## src/ari_pkg.sv

```systemverilog
// Purpose: shared constants for the alarm, reset and interface-select block
// Assumes: APB slave with 32-bit data, one aligned word per register
// Notes:   offsets are byte addresses

package ari_pkg;

   // ************************************************
   // sizes
   // ************************************************
   localparam int unsigned NUM_CH      = 4;
   localparam int unsigned ADDR_W      = 8;
   localparam int unsigned TEMP_W      = 8;

   // ************************************************
   // register offsets
   // ************************************************
   localparam logic [7:0] SYS_CTRL_OFS   = 8'h00;
   localparam logic [7:0] ALARM_STAT_OFS = 8'h04;
   localparam logic [7:0] STRAP_STAT_OFS = 8'h08;
   localparam logic [7:0] MU_BASE_OFS    = 8'h10;
   localparam logic [7:0] MU_LAST_OFS    = 8'h1C;

   // ************************************************
   // system control fields
   // ************************************************
   localparam int unsigned CG_EN_BIT     = 0;
   localparam int unsigned CG_LATCH_BIT  = 1;
   localparam int unsigned GUARD_EN_BIT  = 2;
   localparam int unsigned CLAMP_EN_BIT  = 3;
   localparam int unsigned CMP_KEEP_BIT  = 4;
   localparam int unsigned LIMIT_LSB     = 8;
   localparam int unsigned LSENSE_LSB    = 16;

   // ************************************************
   // alarm status fields
   // ************************************************
   localparam int unsigned TEMP_LAT_BIT  = 0;
   localparam int unsigned TEMP_LIVE_BIT = 1;
   localparam int unsigned CH_STAT_LSB   = 4;
   localparam int unsigned CH_STAT_W     = 4;

   // ************************************************
   // per-channel unit register fields
   // ************************************************
   localparam int unsigned MU_CLR_BIT    = 6;
   localparam int unsigned MU_CFG_W      = 16;

   // ************************************************
   // reset values and strap wait count
   // ************************************************
   localparam logic [TEMP_W-1:0]   TEMP_LIMIT_DFLT = 8'h82;  // 130 degrees
   localparam logic [31:0]         SYS_CTRL_RST    = 32'h0000_8200;
   localparam logic [MU_CFG_W-1:0] MU_CFG_RST      = 16'h0000;
   localparam logic [1:0]          STRAP_WAIT      = 2'h2;

endpackage

```

## src/ari_sync.sv

```systemverilog
// Purpose: two-flop synchroniser bank for pin-level inputs
// Assumes: inputs are slow levels, not buses needing coherence
// Notes:   first stage is read only by the second

`timescale 1ns/1ps

module ari_sync #(
   parameter int unsigned WIDTH = 1
) (
   input  wire logic             clk,
   input  wire logic             rst_b,
   input  wire logic [WIDTH-1:0] d,
   output      logic [WIDTH-1:0] q
);

   logic [WIDTH-1:0] meta_ff;

   if (WIDTH == 0) begin : g_width_chk
      $error("ari_sync: WIDTH must be at least one");
   end

   always_ff @(posedge clk or negedge rst_b) begin
      if (!rst_b) begin
         meta_ff <= '0;
         q       <= '0;
      end else begin
         meta_ff <= d;
         q       <= meta_ff;
      end
   end

endmodule

```

## src/ari_top.sv

```systemverilog
// Purpose: alarm outputs, interface strap and low-sense routing behind APB
// Assumes: fault and strap inputs are pin levels; temp_code is on clk
// Notes:   zero-wait APB slave, answer one cycle after setup

`timescale 1ns/1ps

module ari_top
   import ari_pkg::*;
#(
   parameter int unsigned CH = ari_pkg::NUM_CH
) (
   input  wire logic                      clk,
   input  wire logic                      rst_b,
   input  wire logic                      psel,
   input  wire logic                      penable,
   input  wire logic                      pwrite,
   input  wire logic [ari_pkg::ADDR_W-1:0] paddr,
   input  wire logic [31:0]               pwdata,
   output      logic [31:0]               prdata,
   output      logic                      pready,
   output      logic                      pslverr,
   input  wire logic [ari_pkg::TEMP_W-1:0] temp_code,
   input  wire logic [CH-1:0]             guard_fault,
   input  wire logic [CH-1:0]             clamp_fault,
   input  wire logic                      if_select_strap,
   output      logic                      over_temp_alarm_n_o,
   output      logic                      over_temp_alarm_oe_n,
   output      logic                      guard_clamp_alarm_n_o,
   output      logic                      guard_clamp_alarm_oe_n,
   output      logic                      diff_if_sel,
   output      logic                      cmp_pins_diff,
   output      logic [CH-1:0]             low_sense_private,
   output      logic [CH-1:0]             guard_from_high_sense
);
   import ari_pkg::*;

   if (CH == 0 || CH > NUM_CH) begin : g_ch_chk
      $error("ari_top: CH must be 1 to 4");
   end

   // ************************************************
   // pin synchronisers
   // ************************************************
   logic [CH-1:0] guard_s;
   logic [CH-1:0] clamp_s;
   logic          strap_s;

   ari_sync #(.WIDTH(2*CH+1)) u_sync (
      .clk   (clk),
      .rst_b (rst_b),
      .d     ({if_select_strap, clamp_fault, guard_fault}),
      .q     ({strap_s, clamp_s, guard_s})
   );

   // ************************************************
   // bus decode
   // ************************************************
   function automatic logic is_mu(input logic [ADDR_W-1:0] a);
      return (a >= MU_BASE_OFS) && (a <= MU_LAST_OFS) && (a[1:0] == 2'h0);
   endfunction

   function automatic logic is_mapped(input logic [ADDR_W-1:0] a);
      return (a == SYS_CTRL_OFS) || (a == ALARM_STAT_OFS) ||
             (a == STRAP_STAT_OFS) || is_mu(a);
   endfunction

   logic setup_c;
   logic access_c;
   logic wr_c;
   logic clr_c;

   assign setup_c  = psel && !penable;
   assign access_c = psel && penable && pready;
   assign wr_c     = access_c && pwrite && is_mapped(paddr);
   assign clr_c    = wr_c && is_mu(paddr) && pwdata[MU_CLR_BIT];

   // ************************************************
   // control registers
   // ************************************************
   logic [31:0]         sys_ctrl_ff;
   logic [MU_CFG_W-1:0] mu_cfg_ff [CH];

   always_ff @(posedge clk or negedge rst_b) begin
      if (!rst_b) begin
         sys_ctrl_ff <= SYS_CTRL_RST;
      end else if (wr_c && paddr == SYS_CTRL_OFS) begin
         sys_ctrl_ff <= pwdata;
      end
   end

   // clear bit is a strobe, not stored
   always_ff @(posedge clk or negedge rst_b) begin
      if (!rst_b) begin
         for (int i = 0; i < CH; i++) begin
            mu_cfg_ff[i] <= MU_CFG_RST;
         end
      end else if (wr_c && is_mu(paddr)) begin
         for (int i = 0; i < CH; i++) begin
            if (paddr[3:2] == 2'(i)) begin
               mu_cfg_ff[i] <= pwdata[MU_CFG_W-1:0] & ~(16'h0001 << MU_CLR_BIT);
            end
         end
      end
   end

   logic                cg_en;
   logic                cg_latch;
   logic                guard_en;
   logic                clamp_en;
   logic [TEMP_W-1:0]   temp_limit;

   assign cg_en      = sys_ctrl_ff[CG_EN_BIT];
   assign cg_latch   = sys_ctrl_ff[CG_LATCH_BIT];
   assign guard_en   = sys_ctrl_ff[GUARD_EN_BIT];
   assign clamp_en   = sys_ctrl_ff[CLAMP_EN_BIT];
   assign temp_limit = sys_ctrl_ff[LIMIT_LSB +: TEMP_W];

   // ************************************************
   // temperature alarm
   // ************************************************
   logic temp_over_c;
   logic temp_live_c;
   logic temp_lat_ff;

   assign temp_over_c = temp_code > temp_limit;
   assign temp_live_c = temp_code > TEMP_LIMIT_DFLT;

   // set beats clear so a fresh event is never lost
   always_ff @(posedge clk or negedge rst_b) begin
      if (!rst_b) begin
         temp_lat_ff <= 1'b0;
      end else begin
         temp_lat_ff <= (temp_lat_ff && !clr_c) || temp_over_c;
      end
   end

   // ************************************************
   // guard and clamp alarms
   // ************************************************
   logic [CH-1:0] guard_lat_ff;
   logic [CH-1:0] clamp_lat_ff;
   logic          cg_lat_ff;
   logic          cg_live_c;

   assign cg_live_c = (guard_en && |guard_s) || (clamp_en && |clamp_s);

   always_ff @(posedge clk or negedge rst_b) begin
      if (!rst_b) begin
         guard_lat_ff <= '0;
         clamp_lat_ff <= '0;
      end else begin
         guard_lat_ff <= (guard_lat_ff & {CH{!clr_c}}) | guard_s;
         clamp_lat_ff <= (clamp_lat_ff & {CH{!clr_c}}) | clamp_s;
      end
   end

   always_ff @(posedge clk or negedge rst_b) begin
      if (!rst_b) begin
         cg_lat_ff <= 1'b0;
      end else begin
         cg_lat_ff <= (cg_lat_ff && !clr_c) || (cg_en && cg_live_c);
      end
   end

   // ************************************************
   // open-drain outputs, enable low means pulled low
   // ************************************************
   logic cg_act_c;

   assign cg_act_c = cg_en && (cg_latch ? cg_lat_ff : cg_live_c);

   always_ff @(posedge clk or negedge rst_b) begin
      if (!rst_b) begin
         over_temp_alarm_n_o    <= 1'b0;
         over_temp_alarm_oe_n   <= 1'b1;
         guard_clamp_alarm_n_o  <= 1'b0;
         guard_clamp_alarm_oe_n <= 1'b1;
      end else begin
         over_temp_alarm_n_o    <= 1'b0;
         over_temp_alarm_oe_n   <= !(temp_lat_ff || temp_over_c);
         guard_clamp_alarm_n_o  <= 1'b0;
         guard_clamp_alarm_oe_n <= !cg_act_c;
      end
   end

   // ************************************************
   // strap capture after reset release
   // ************************************************
   // the synchroniser needs two edges to show the pin, so wait for it
   logic [1:0] strap_wait_ff;
   logic       strap_done_ff;

   always_ff @(posedge clk or negedge rst_b) begin
      if (!rst_b) begin
         strap_wait_ff <= '0;
         strap_done_ff <= 1'b0;
         diff_if_sel   <= 1'b0;
      end else if (!strap_done_ff) begin
         strap_wait_ff <= strap_wait_ff + 2'h1;
         if (strap_wait_ff == STRAP_WAIT) begin
            strap_done_ff <= 1'b1;
            diff_if_sel   <= strap_s;
         end
      end
   end

   // ************************************************
   // pin role and low-sense routing
   // ************************************************
   always_ff @(posedge clk or negedge rst_b) begin
      if (!rst_b) begin
         cmp_pins_diff         <= 1'b0;
         low_sense_private     <= '0;
         guard_from_high_sense <= '0;
      end else begin
         cmp_pins_diff         <= diff_if_sel && !sys_ctrl_ff[CMP_KEEP_BIT];
         low_sense_private     <= sys_ctrl_ff[LSENSE_LSB +: CH];
         guard_from_high_sense <= sys_ctrl_ff[LSENSE_LSB +: CH];
      end
   end

   // ************************************************
   // read path
   // ************************************************
   logic [31:0] stat_c;
   logic [31:0] rd_c;

   always_comb begin
      stat_c = '0;
      stat_c[TEMP_LAT_BIT]  = temp_lat_ff;
      stat_c[TEMP_LIVE_BIT] = temp_live_c;
      for (int i = 0; i < CH; i++) begin
         stat_c[CH_STAT_LSB + CH_STAT_W*i +: CH_STAT_W] =
            {clamp_s[i], clamp_lat_ff[i], guard_s[i], guard_lat_ff[i]};
      end
   end

   always_comb begin
      rd_c = '0;
      if (paddr == SYS_CTRL_OFS) begin
         rd_c = sys_ctrl_ff;
      end else if (paddr == ALARM_STAT_OFS) begin
         rd_c = stat_c;
      end else if (paddr == STRAP_STAT_OFS) begin
         rd_c = {30'h0, cmp_pins_diff, diff_if_sel};
      end else if (is_mu(paddr)) begin
         for (int i = 0; i < CH; i++) begin
            if (paddr[3:2] == 2'(i)) begin
               rd_c = {16'h0000, mu_cfg_ff[i]};
            end
         end
      end
   end

   always_ff @(posedge clk or negedge rst_b) begin
      if (!rst_b) begin
         pready  <= 1'b0;
         pslverr <= 1'b0;
         prdata  <= '0;
      end else begin
         pready  <= setup_c;
         pslverr <= setup_c && !is_mapped(paddr);
         if (setup_c && !pwrite) begin
            prdata <= rd_c;
         end
      end
   end
endmodule

```

## config.mk

```make
export PLATFORM = sky130hd
export DESIGN_NAME = ari_top
export DESIGN_NICKNAME = d
export VERILOG_FILES = /design/src/ari_pkg.sv /design/src/ari_sync.sv /design/src/ari_top.sv
export SDC_FILE = /design/constraint.sdc
export NUM_CORES = 1
export LEC_CHECK = 0
export BUFFER_PORTS_ARGS = -buffer_cell sky130_fd_sc_hd__buf_4
export CORE_MARGIN = 1
export CORE_UTILIZATION = 56
export CTS_CLUSTER_SIZE = 8
export DETAILED_ROUTE_END_ITERATION = 7
export GPL_ROUTABILITY_DRIVEN = 1
export PLACE_DENSITY = 0.79
export SYNTH_ARGS = -nofsm -noshare
export SYNTH_HDL_FRONTEND = slang
export SYNTH_HIERARCHICAL = 1
export SYNTH_SLANG_ARGS = --single-unit
```

## constraint.sdc

```tcl
create_clock -name clk -period 1.9 [get_ports clk]
set_input_delay 0.19 -clock clk [delete_from_list [all_inputs] [get_ports clk]]
set_output_delay 0.19 -clock clk [all_outputs]
set_load 0.02 [all_outputs]
```

==> results.md, run 1 <==
- Worst Tran Pin Value: 536 ps
- Routed vias: around 4800
- Maximum number of pins on one net before global-route repair: 53
- Antenna cells: 0
- Worst path slowest cell: dfstp_2
- Starting density of the core: 0.577
- Status: finished clean
- Worst Path Required: around 2300 ps
- Hold Fails Final Rpt: 0
- Arr. time, crit path: roughly 2100 ps
- Post-synthesis sequential area ratio: 0.594
- Final Cell Area: around 9000 µm²
- Ys Warns: 6
- Hold buffer count at CTS: 24
- Global-route wire length before repair: around 27000 µm
- Layout net count: 728
- WL per Instance: between 15 and 20 µm
- Vias in the first global route: approximately 5000
- Initial DRC count: approximately 270
- DIE AREA: 12900 µm²
- Gr ovfl total: 0
- CTS clk-pin slew, worst paths: around 60 ps
- Max Cap Viol: 0
- Non-Filler Instances: approximately 840
- RD Place Congestion: 0.846
- Syn Area/Cell: around 14 µm²
- Number of synthesized flops with an enable pin: 0
- GRT met1 Usage: 0.356
- Fin Setup TNS: 0 ps
- Buf/Inv on CP: 1
- DRC viols: 0
- Final ANT Viol Nets: 0
- Final Setup Violations: 0
- Clock root buffer: clkbuf_16
- Number of port buffers: between 100 and 150
- Row count: 40
- Peak supply drop: 0.751 mV
- Clock skew: 6.71 ps
- Synth Flop Type: dfrtp_1
- Total placed cells including tap cells: between 700 and 800
- PostCTS Resize Cnt: 0
- Crit-path cells: inv_1 > ha_1 > nor2b_1 > o21a_1 > o21ai_0 > a221o_1 > nor2b_1
- IO Pins: 110
- Total track usage: 0.287
- Initial antenna violation count: 0
- Most common cell on crit path: nor2b_1
- DRT Pass-1 Iters: 4
- Setup CP Type: register to register
- Chip height: 114 µm
- Overall routed net length: 16700 µm
- CTS Buf Count: 17
- CTS Sinks: 165
- Slew margin rel.: 0.643
- Longest Clk Path Bufs: 2
- P&R area growth vs syn: 27.5%
- Final Power: 7.46 mW
- Final hold slack: 10.5 ps
- Final Cycle Share: 0.930
- H-tree depth: 4
- Min Clock Period, post-route: around 1800 ps
- RSZ-0062 raised after global routing: no
- Yosys reg bits: approximately 170
- Commonest cells after routing, fill and taps aside: 161 x dfrtp_1, 127 x buf_4, 84 x mux2_2
- Post-synthesis cell count: approximately 510
- Distinct cells, synth: 57
- FFs w/ async S/R, synth: 1.00
- Chip width: around 110 µm
- Startpoint Class: register
- Pleak: 4.30 nW
- Core region area: 12100 µm²
- Area post-placement: 8060 µm²
- Met3 Resource Use GR: 0.0685
- Fmax: around 570 MHz
- Worst-Skew Late Latency: around 430 ps
- CP peak stage delay: ~530 ps
- CP endpoint kind: register
- Commonest non-fill, non-tap cell in the layout: dfrtp_1
- Post-CTS Setup Inserts: 0
- Layout cell share with drive strength beyond 1: 0.407
- Gr busiest metal: met2
- HPWL Detailed: approximately 11000 µm
- Hold Crit Class: primary input to register
- Max Slew Vio Count: 0
- CTS tree: built
- Cell family with most CP delay: flip-flops
- Power Density: between 800 and 900 nW/µm²
- Mapped Area: 6960 µm²
- Crit path max fanout: 2
- GRT met2 Usage: 0.484
- Via-per-instance ratio: roughly 5.7
-- Yosys cell counts, types with 2 or more instances --
master     count  area, µm²
a211oi_1       4       30.0
a21o_1         8       60.1
a21oi_1        9       45.0
a221oi_1       4       35.0
a22o_1        13        114
a22oi_1       12       90.1
a32oi_1        2       17.5
buf_2          9       45.0
buf_4         12       90.1
clkbuf_1      10       37.5
dfrtp_1      161       4030
dfstp_2        4        105
ha_1           9        113
inv_1         11       41.3
mux2_1        10        113
mux2_2        84        946
mux2i_1        6       60.1
mux4_2         9        203
nand2_1       35        131
nand2b_1       6       37.5
nand4_1        2       12.5
nor2_1        20       75.1
nor2_2         2       12.5
nor2b_1        4       25.0
nor3_1         2       10.0
nor3_4         2       32.5
o2111ai_1      2       17.5
o21a_1         2       15.0
o21ai_0       26        130
o32ai_1        4       35.0
o41ai_1        2       17.5
-- routing by layer --
metal | up-vias | wire length, µm
met4 | 0 | 456
met2 | 161 | 8700
met1 | 2464 | 6610
met3 | 36 | 893
li1 | 2148 | -
met5 | - | 0
-- sequential cells by signal, indices dropped and copies added (netlist names), 2 cells and up --
| register | cells |
|---|---|
| u_sync/meta_ff | 9 |
| clamp_lat_ff | 4 |
| sys_ctrl_ff | 32 |
| guard_lat_ff | 4 |
| prdata | 32 |
| guard_from_high_sense | 4 |
| strap_wait_ff | 2 |
| mu_cfg_ff | 60 |
| u_sync/q | 9 |
-- worst register-to-register path: cells and delay by family (launching register included) --
| kind | cells | cell delay [ps] |
|---|---|---|
| AND/OR/NAND/NOR | 2 | 280 |
| adder cells (fa/ha/maj) | 1 | 300 |
| flip-flops | 1 | 530 |
| AO/OA/AOI/OAI | 3 | 540 |
| buffers and inverters | 1 | 50 |
-- metrics by stage --
stage           util  worst slack, ps
2_1_floorplan      -             91.9
3_3_place_gp   0.668              157
3_5_place_dp   0.668             88.2
4_1_cts        0.736              140
5_1_grt        0.736             55.9
6_report       0.736              134
-- final timing paths --
path                            slack (ps)                            endpoint  cells past startpoint                        start
worst max-delay path                   130      over_temp_alarm_oe_n$_DFF_PN1_                      7   sys_ctrl_ff[9]$_DFFE_PN1P_
worst min-delay path                    10           mu_cfg_ff[25]$_DFFE_PN0P_                      2                    pwdata[9]
worst max register to register         130      over_temp_alarm_oe_n$_DFF_PN1_                      7   sys_ctrl_ff[9]$_DFFE_PN1P_
worst min register to register         350               u_sync/q[5]$_DFF_PN0_                      0  u_sync/meta_ff[5]$_DFF_PN0_
max in group asynchronous              920      over_temp_alarm_oe_n$_DFF_PN1_                      3                        rst_b
min in group asynchronous              250  guard_from_high_sense[0]$_DFF_PN0_                      2                        rst_b
-- power by group --
group          leakage [nW]  internal, mW  switching (mW)
clock                 0.279          1.95            1.40
sequential             2.17          3.56          0.0321
combinational          1.85         0.231           0.286
total                  4.30          5.74            1.72
-- final cells by class --
cell class | count | area (µm²)
repair buffers | 157 | 1310
well taps | 168 | 210
fillers | 770 | 3180
inverters | 11 | 41.3
multi-input cells | 305 | 2610
clock inverters | 10 | 97.6
flip-flops and latches | 165 | 4130
clock buffers | 22 | 484
-- kinds of logic after synthesis --
kind of cell             share of synthesized area
multiplexers                                 0.190
XOR/XNOR                                   0.00126
flip-flops                                   0.594
AO/OA/AOI/OAI                               0.0976
other                                     0.000538
adder cells (fa/ha/maj)                     0.0162
buffers and inverters                       0.0323
AND/OR/NAND/NOR                             0.0688
No activity file was read; power rests on OpenSTA's default activity.
==> run 2, diff against run 1 <==
--- a/config.mk
+++ b/config.mk
@@ -7,11 +7,10 @@
 export LEC_CHECK = 0
 export BUFFER_PORTS_ARGS = -buffer_cell sky130_fd_sc_hd__buf_4
 export CORE_MARGIN = 1
-export CORE_UTILIZATION = 56
+export CORE_UTILIZATION = 30
 export CTS_CLUSTER_SIZE = 8
 export DETAILED_ROUTE_END_ITERATION = 7
 export GPL_ROUTABILITY_DRIVEN = 1
-export PLACE_DENSITY = 0.79
 export SYNTH_ARGS = -nofsm -noshare
 export SYNTH_HDL_FRONTEND = slang
 export SYNTH_HIERARCHICAL = 1
==> run 2 against run 1 <==
Non-clock buffer count increased by 4; clock skew is 2.3 ps higher; via count shrank 2.5%; count of clock-buffer cells in the layout fell by 2; worst hold slack improved by 17 ps; total power up 6.0%; utilization is 33 points lower; register-to-register slack better by 30 ps; sequential share of layout area is 1.4 points lower; wire length up 5.2%.
==> results.md, run 2 (synthesis results as in run 1) <==
- Part of the power in the clock network: 0.479
- Post-CTS Setup Inserts: 0
- Final ANT Viol Nets: 0
- Fmax: just under 600 MHz
- Overall routed net length: 17500 µm
- Cell internal pwr: between 6 and 7 mW
- Core region area: around 23000 µm²
- DRC viols: 0
- Layout net count: around 730
- Power share of the sequential group: 0.455
- Switch share: 0.225
- Antenna cells: 0
- Worst-Skew Late Latency: around 420 ps
- Chip height: around 150 µm
- Row count: 55
- Chip width: about 150 µm
- Met3 Resource Use GR: 0.0342
- WL per Instance: 18.3 µm
- Crit-path cells: inv_1 > ha_1 > nand2_1 > o21bai_1 > a221o_1 > nor2b_1
- Peak supply drop: between 0.4 and 0.5 mV
- Filler cells: between 2000 and 2500
- Final Setup Violations: 0
- Commonest cells after routing, fill and taps aside: 161 x dfrtp_1, 128 x buf_4, 84 x mux2_2
- DRT Pass-1 Iters: 4
- Vias in the first global route: 5064
- Startpoint Class: register
- Power Density: 865 nW/µm²
- Gr busiest metal: met2
- Commonest non-fill, non-tap cell in the layout: dfrtp_1
- Largest regs: mu_cfg_ff (60), prdata (32), sys_ctrl_ff (32)
- Pre-CTS setup slack: around 110 ps
- Starting density of the core: 0.307
- Max Cap Viol: 0
- Global-route wire length before repair: between 20000 and 30000 µm
- Via-per-instance ratio: a little under 5
- GRT met2 Usage: 0.255
- RD Place Congestion: about 0.8
- Fin Setup TNS: 0 ps
- Final Cycle Share: 0.912
- Maximum number of pins on one net before global-route repair: 54
- Clock root buffer: clkbuf_16
- Initial DRC count: around 230
- Hold Fails Final Rpt: 0
- Slew margin rel.: 0.558
- Routed vias: between 4000 and 5000
- Number of port buffers: ~110
- Final Util: 0.403
- Area of the multi-input gates: approximately 2600 µm²
- RSZ-0062 raised after global routing: no
- Max reg flops: 60
- Max Slew Vio Count: 0
- Total track usage: 0.157
- PostCTS Resize Cnt: 0
- CTS Buf Count: 17
- P&R area growth vs syn: 31.4%
- Min Clock Period, post-route: 1730 ps
- Net switching power: ~1.8 mW
- GRT met1 Usage: 0.209
- Hold Crit Class: primary input to register
- Clock skew: 9.03 ps
- Layout cell share with drive strength beyond 1: 0.409
- Worst Slack Setup Final: between 150 and 200 ps
- CP endpoint kind: register
- CTS tree: built
- Crit path max fanout: 3
- DIE AREA: 23800 µm²
- Arr. time, crit path: between 2000 and 2500 ps
- Final hold slack: ~28 ps
- H-tree depth: 4
- CTS Sinks: 165
- Gr ovfl total: 0
- Sequential cell area: 4130 µm²
- Worst path slowest cell: dfstp_2
- Worst Tran Pin Value: 663 ps
- Worst Path Required: between 2000 and 2500 ps
- Pleak: roughly 4.4 nW
- Status: finished clean
- Initial antenna violation count: 0
- IO Pins: between 100 and 150
- Combinational power share: 0.066
- CTS clk-pin slew, worst paths: about 70 ps
- Setup CP Type: register to register
- HPWL Detailed: 12600 µm
- CP peak stage delay: 530 ps
- Longest Clk Path Bufs: 2
- Final Power: approximately 7.9 mW
- Top reg by flops: mu_cfg_ff
run 2: cell count changes in the layout (fill, tap and decap cells not counted), sizes merged:
cell	before	now
bufinv	1	4
clkbuf	22	20
dlygate4sd3	24	26
inv	12	15
buf	133	135
clkinvlp	3	2
clkinv	5	2
run 2: power by group through the flow:
stage | Combinational, mW | Clock (mW) | Sequential [mW]
floorplan | 0.160 | 0 | 3.68
global placement | 0.478 | 0 | 3.66
detailed placement | 0.488 | 0 | 3.66
CTS | 0.531 | 3.87 | 3.60
global route | 0.575 | 4.03 | 3.60
finish | 0.522 | 3.79 | 3.60
run 2: path summary, 6_finish.rpt:
kind                       slack (ps)                   startpoint                               end  cells after the start
hold reg to reg                   350  u_sync/meta_ff[8]$_DFF_PN0_             u_sync/q[8]$_DFF_PN0_                      0
min in group asynchronous         260                        rst_b       sys_ctrl_ff[17]$_DFFE_PN0P_                      2
setup reg to reg                  170  sys_ctrl_ff[15]$_DFFE_PN1P_    over_temp_alarm_oe_n$_DFF_PN1_                      6
setup / recovery                  170  sys_ctrl_ff[15]$_DFFE_PN1P_    over_temp_alarm_oe_n$_DFF_PN1_                      6
hold / removal                     30                    pwdata[9]         mu_cfg_ff[25]$_DFFE_PN0P_                      2
max in group asynchronous         920                        rst_b  guard_clamp_alarm_oe_n$_DFF_PN1_                      3
run 2: worst max-delay path: cells and delay by family (launching register included):
kind                       cells  cell delay (ps)
DFF                            1              530
adders and majority gates      1              300
AOI/OAI and AO/OA              2              540
buffers and inverters          1               70
and+or+nand+nor                2              230
run 2: area by class of cell:
class | instances | area share
Multi-Input combinational cell | 305 | 0.285
Clock buffer | 20 | 0.0510
Inverter | 11 | 0.00451
Timing Repair Buffer | 161 | 0.148
Clock inverter | 12 | 0.0208
Sequential cell | 165 | 0.452
Tap cell | 285 | 0.0390
run 2: per-layer routing:
| metal | vias up | share of wire | wire [µm] |
|---|---|---|---|
| met1 | 2403 | 0.45 | 7870 |
| met5 | - | 0 | 0 |
| met4 | 0 | 0.015 | 263 |
| li1 | 2159 | - | - |
| met3 | 18 | 0.041 | 722 |
| met2 | 107 | 0.50 | 8690 |
run 2: repair_timing:
action,4_1_cts,5_1_grt
hold buffers,24,2
setup endpoints to repair,0,0
endpoints found under the hold margin,64,2
run 2: per-stage QoR:
stage / instance area, µm² / std cells
floorplan: 6970 / 513
global placement: 8230 / 901
detailed placement: 8230 / 901
CTS: 9130 / 957
global route: 9150 / 959
finish: 9150 / 959
==> run 3, diff against run 2 <==
--- a/config.mk
+++ b/config.mk
@@ -11,6 +11,7 @@
 export CTS_CLUSTER_SIZE = 8
 export DETAILED_ROUTE_END_ITERATION = 7
 export GPL_ROUTABILITY_DRIVEN = 1
+export REMOVE_ABC_BUFFERS = 1
 export SYNTH_ARGS = -nofsm -noshare
 export SYNTH_HDL_FRONTEND = slang
 export SYNTH_HIERARCHICAL = 1
==> constraint.sdc (replaced) <==
create_clock -name clk -period 1.9 [get_ports clk]
set_input_delay 0.19 -clock clk [delete_from_list [all_inputs] [get_ports clk]]
set_output_delay 0.19 -clock clk [all_outputs]
set_load 0.01 [all_outputs]
==> run 3 against run 2 <==
Global-route usage up 0.11 points; combinational power down 0.8%; die area unchanged; sequential power about the same; via count up 1.4%; count of clock-buffer cells in the layout up 3; maximum frequency down 0.79%; critical path depth down 1; critical path type unchanged; largest power group unchanged.
==> results.md, run 3 (synthesis results as in run 1) <==
- Max reg flops: 60
- CTS tree: built
- WL per Instance: between 15 and 20 µm
- Routed length on met1: 8170 µm
- Core region area: about 23000 µm²
- Gr ovfl total: 0
- Crit path max fanout: 8
- Area post-placement: a little over 8000 µm²
- Chip height: 154 µm
- Worst-Skew Late Latency: 430 ps
- DRT Pass-1 Iters: 4
- IO Pins: 110
- Max Slew Vio Count: 0
- Min Clock Period, post-route: about 1700 ps
- Filler cells: ~2100
- Worst r2r src: pready$_DFF_PN0_
- Final Util: 0.404
- Clock root buffer: clkbuf_16
- Total track usage: 0.158
- Initial DRC count: slightly below 200
- Critical path launch point: pready$_DFF_PN0_
- CTS Sinks: approximately 170
- Slew margin rel.: 0.589
- Worst Path Required: about 2200 ps
- Final Cell Area: slightly above 9000 µm²
- CTS Buf Count: 17
- DIE AREA: roughly 24000 µm²
- CP endpoint kind: register
- Power Density: around 850 nW/µm²
- HPWL Detailed: approximately 13000 µm
- Maximum number of pins on one net before global-route repair: 56
- Via-per-instance ratio: just under 5
- Commonest non-fill, non-tap cell in the layout: dfrtp_1
- Pleak: 4.38 nW
- Post-CTS Setup Inserts: 0
- Total placed cells including tap cells: slightly above 900
- CTS clk-pin slew, worst paths: 70 ps
- Non-Filler Instances: between 900 and 1000
- Final Setup Violations: 0
- Overall routed net length: roughly 18000 µm
- Worst Tran Pin Value: slightly above 600 ps
- Longest Clk Path Bufs: 2
- Number of port buffers: 107
- Met3 WL: between 900 and 1000 µm
- Layout cell share with drive strength beyond 1: 0.410
- Sequential cell area: a little over 4000 µm²
- Final Power: roughly 7.8 mW
- Peak supply drop: roughly 0.46 mV
- Routed vias: 4753
- Largest regs: mu_cfg_ff (60), prdata (32), sys_ctrl_ff (32)
- H-tree depth: 4
- Fmax: approximately 570 MHz
- R2R Path End: mu_cfg_ff[16]$_DFFE_PN0P_
- Pre-CTS setup slack: 56.5 ps
- RD Place Congestion: a little over 0.8
- Clock skew: 6.46 ps
- End of the critical path: mu_cfg_ff[16]$_DFFE_PN0P_
- Global-route wire length before repair: 28100 µm
- Metal2 WL: between 8000 and 9000 µm
- Row count: 55
- Chip width: approximately 150 µm
- Fin Setup TNS: 0 ps
- Vias in the first global route: roughly 5000
- Antenna cells: 0
- RSZ-0062 raised after global routing: no
- Reg2reg path depth: 5
- Arr. time, crit path: about 2000 ps
- Status: finished clean
- Area of the multi-input gates: roughly 2600 µm²
- Top reg by flops: mu_cfg_ff
- Startpoint Class: register
- Hold Fails Final Rpt: 0
- PostCTS Resize Cnt: 0
- Initial antenna violation count: 0
- Commonest cells after routing, fill and taps aside: 161 x dfrtp_1, 132 x buf_4, 84 x mux2_2
- Highest metal used: met4
- Starting density of the core: 0.307
- Worst Slack Setup Final: roughly 150 ps
- Setup CP Type: register to register
- Final Cycle Share: 0.920
- Final hold slack: between 20 and 25 ps
- Max Cap Viol: 0
- R2r setup slk: approximately 150 ps
- P&R area growth vs syn: 31.9%
- Layout net count: 738
- Hold Crit Class: primary input to register
- Final ANT Viol Nets: 0
- DRC viols: 0
run 3: cell count changes in the layout (fill, tap and decap cells not counted), sizes merged:
cell / previous run / this run
dlygate4sd3: 26 / 27
clkbuf: 20 / 23
bufinv: 4 / 3
buf: 135 / 140
inv: 15 / 13
run 3: how the worst min path moves through the flow:
stage / startpoint / slack (ps) / to / depth (start not counted)
after floorplan: rst_b / -110 / cg_lat_ff$_DFF_PN0_ / 0
after global placement: rst_b / 190 / prdata[28]$_DFFE_PN0P_ / 1
after detailed placement: rst_b / 200 / prdata[28]$_DFFE_PN0P_ / 1
after CTS: pwdata[12] / 1 / mu_cfg_ff[28]$_DFFE_PN0P_ / 2
after global routing: pwdata[13] / 20 / mu_cfg_ff[29]$_DFFE_PN0P_ / 2
final: pwdata[13] / 20 / mu_cfg_ff[29]$_DFFE_PN0P_ / 2
run 3: layout make-up:
cell class,count,area share
clock buffer,23,0.0531
clock inverter,9,0.0155
inverter,11,0.00450
multi-input combinational,305,0.284
sequential,165,0.450
tap,285,0.0388
timing repair buffer,167,0.154
run 3: critical path, stage by stage, from the launching register on:
cell and delay, ps:
dfrtp_1 350, and4_1 320, nand3_4 160, nor3b_4 230, buf_4 230, mux2_2 350
run 3: repair_timing:
action,4_1_cts,5_1_grt
endpoints found under the hold margin,74,0
hold buffers,27,0
setup endpoints to repair,0,0
run 3: layer usage:
| layer | vias up | GRT usage |
|---|---|---|
| met4 | 0 | 0.0523 |
| met5 | - | 0 |
| li1 | 2165 | - |
| met1 | 2439 | 0.207 |
| met2 | 134 | 0.263 |
| met3 | 15 | 0.0308 |
run 3: power breakdown:
part	internal, mW	leakage (nW)	total, mW	switching, mW
Sequential	3.56	2.17	3.61	0.0448
Clock	2.23	0.302	3.66	1.43
Combinational	0.244	1.91	0.518	0.274
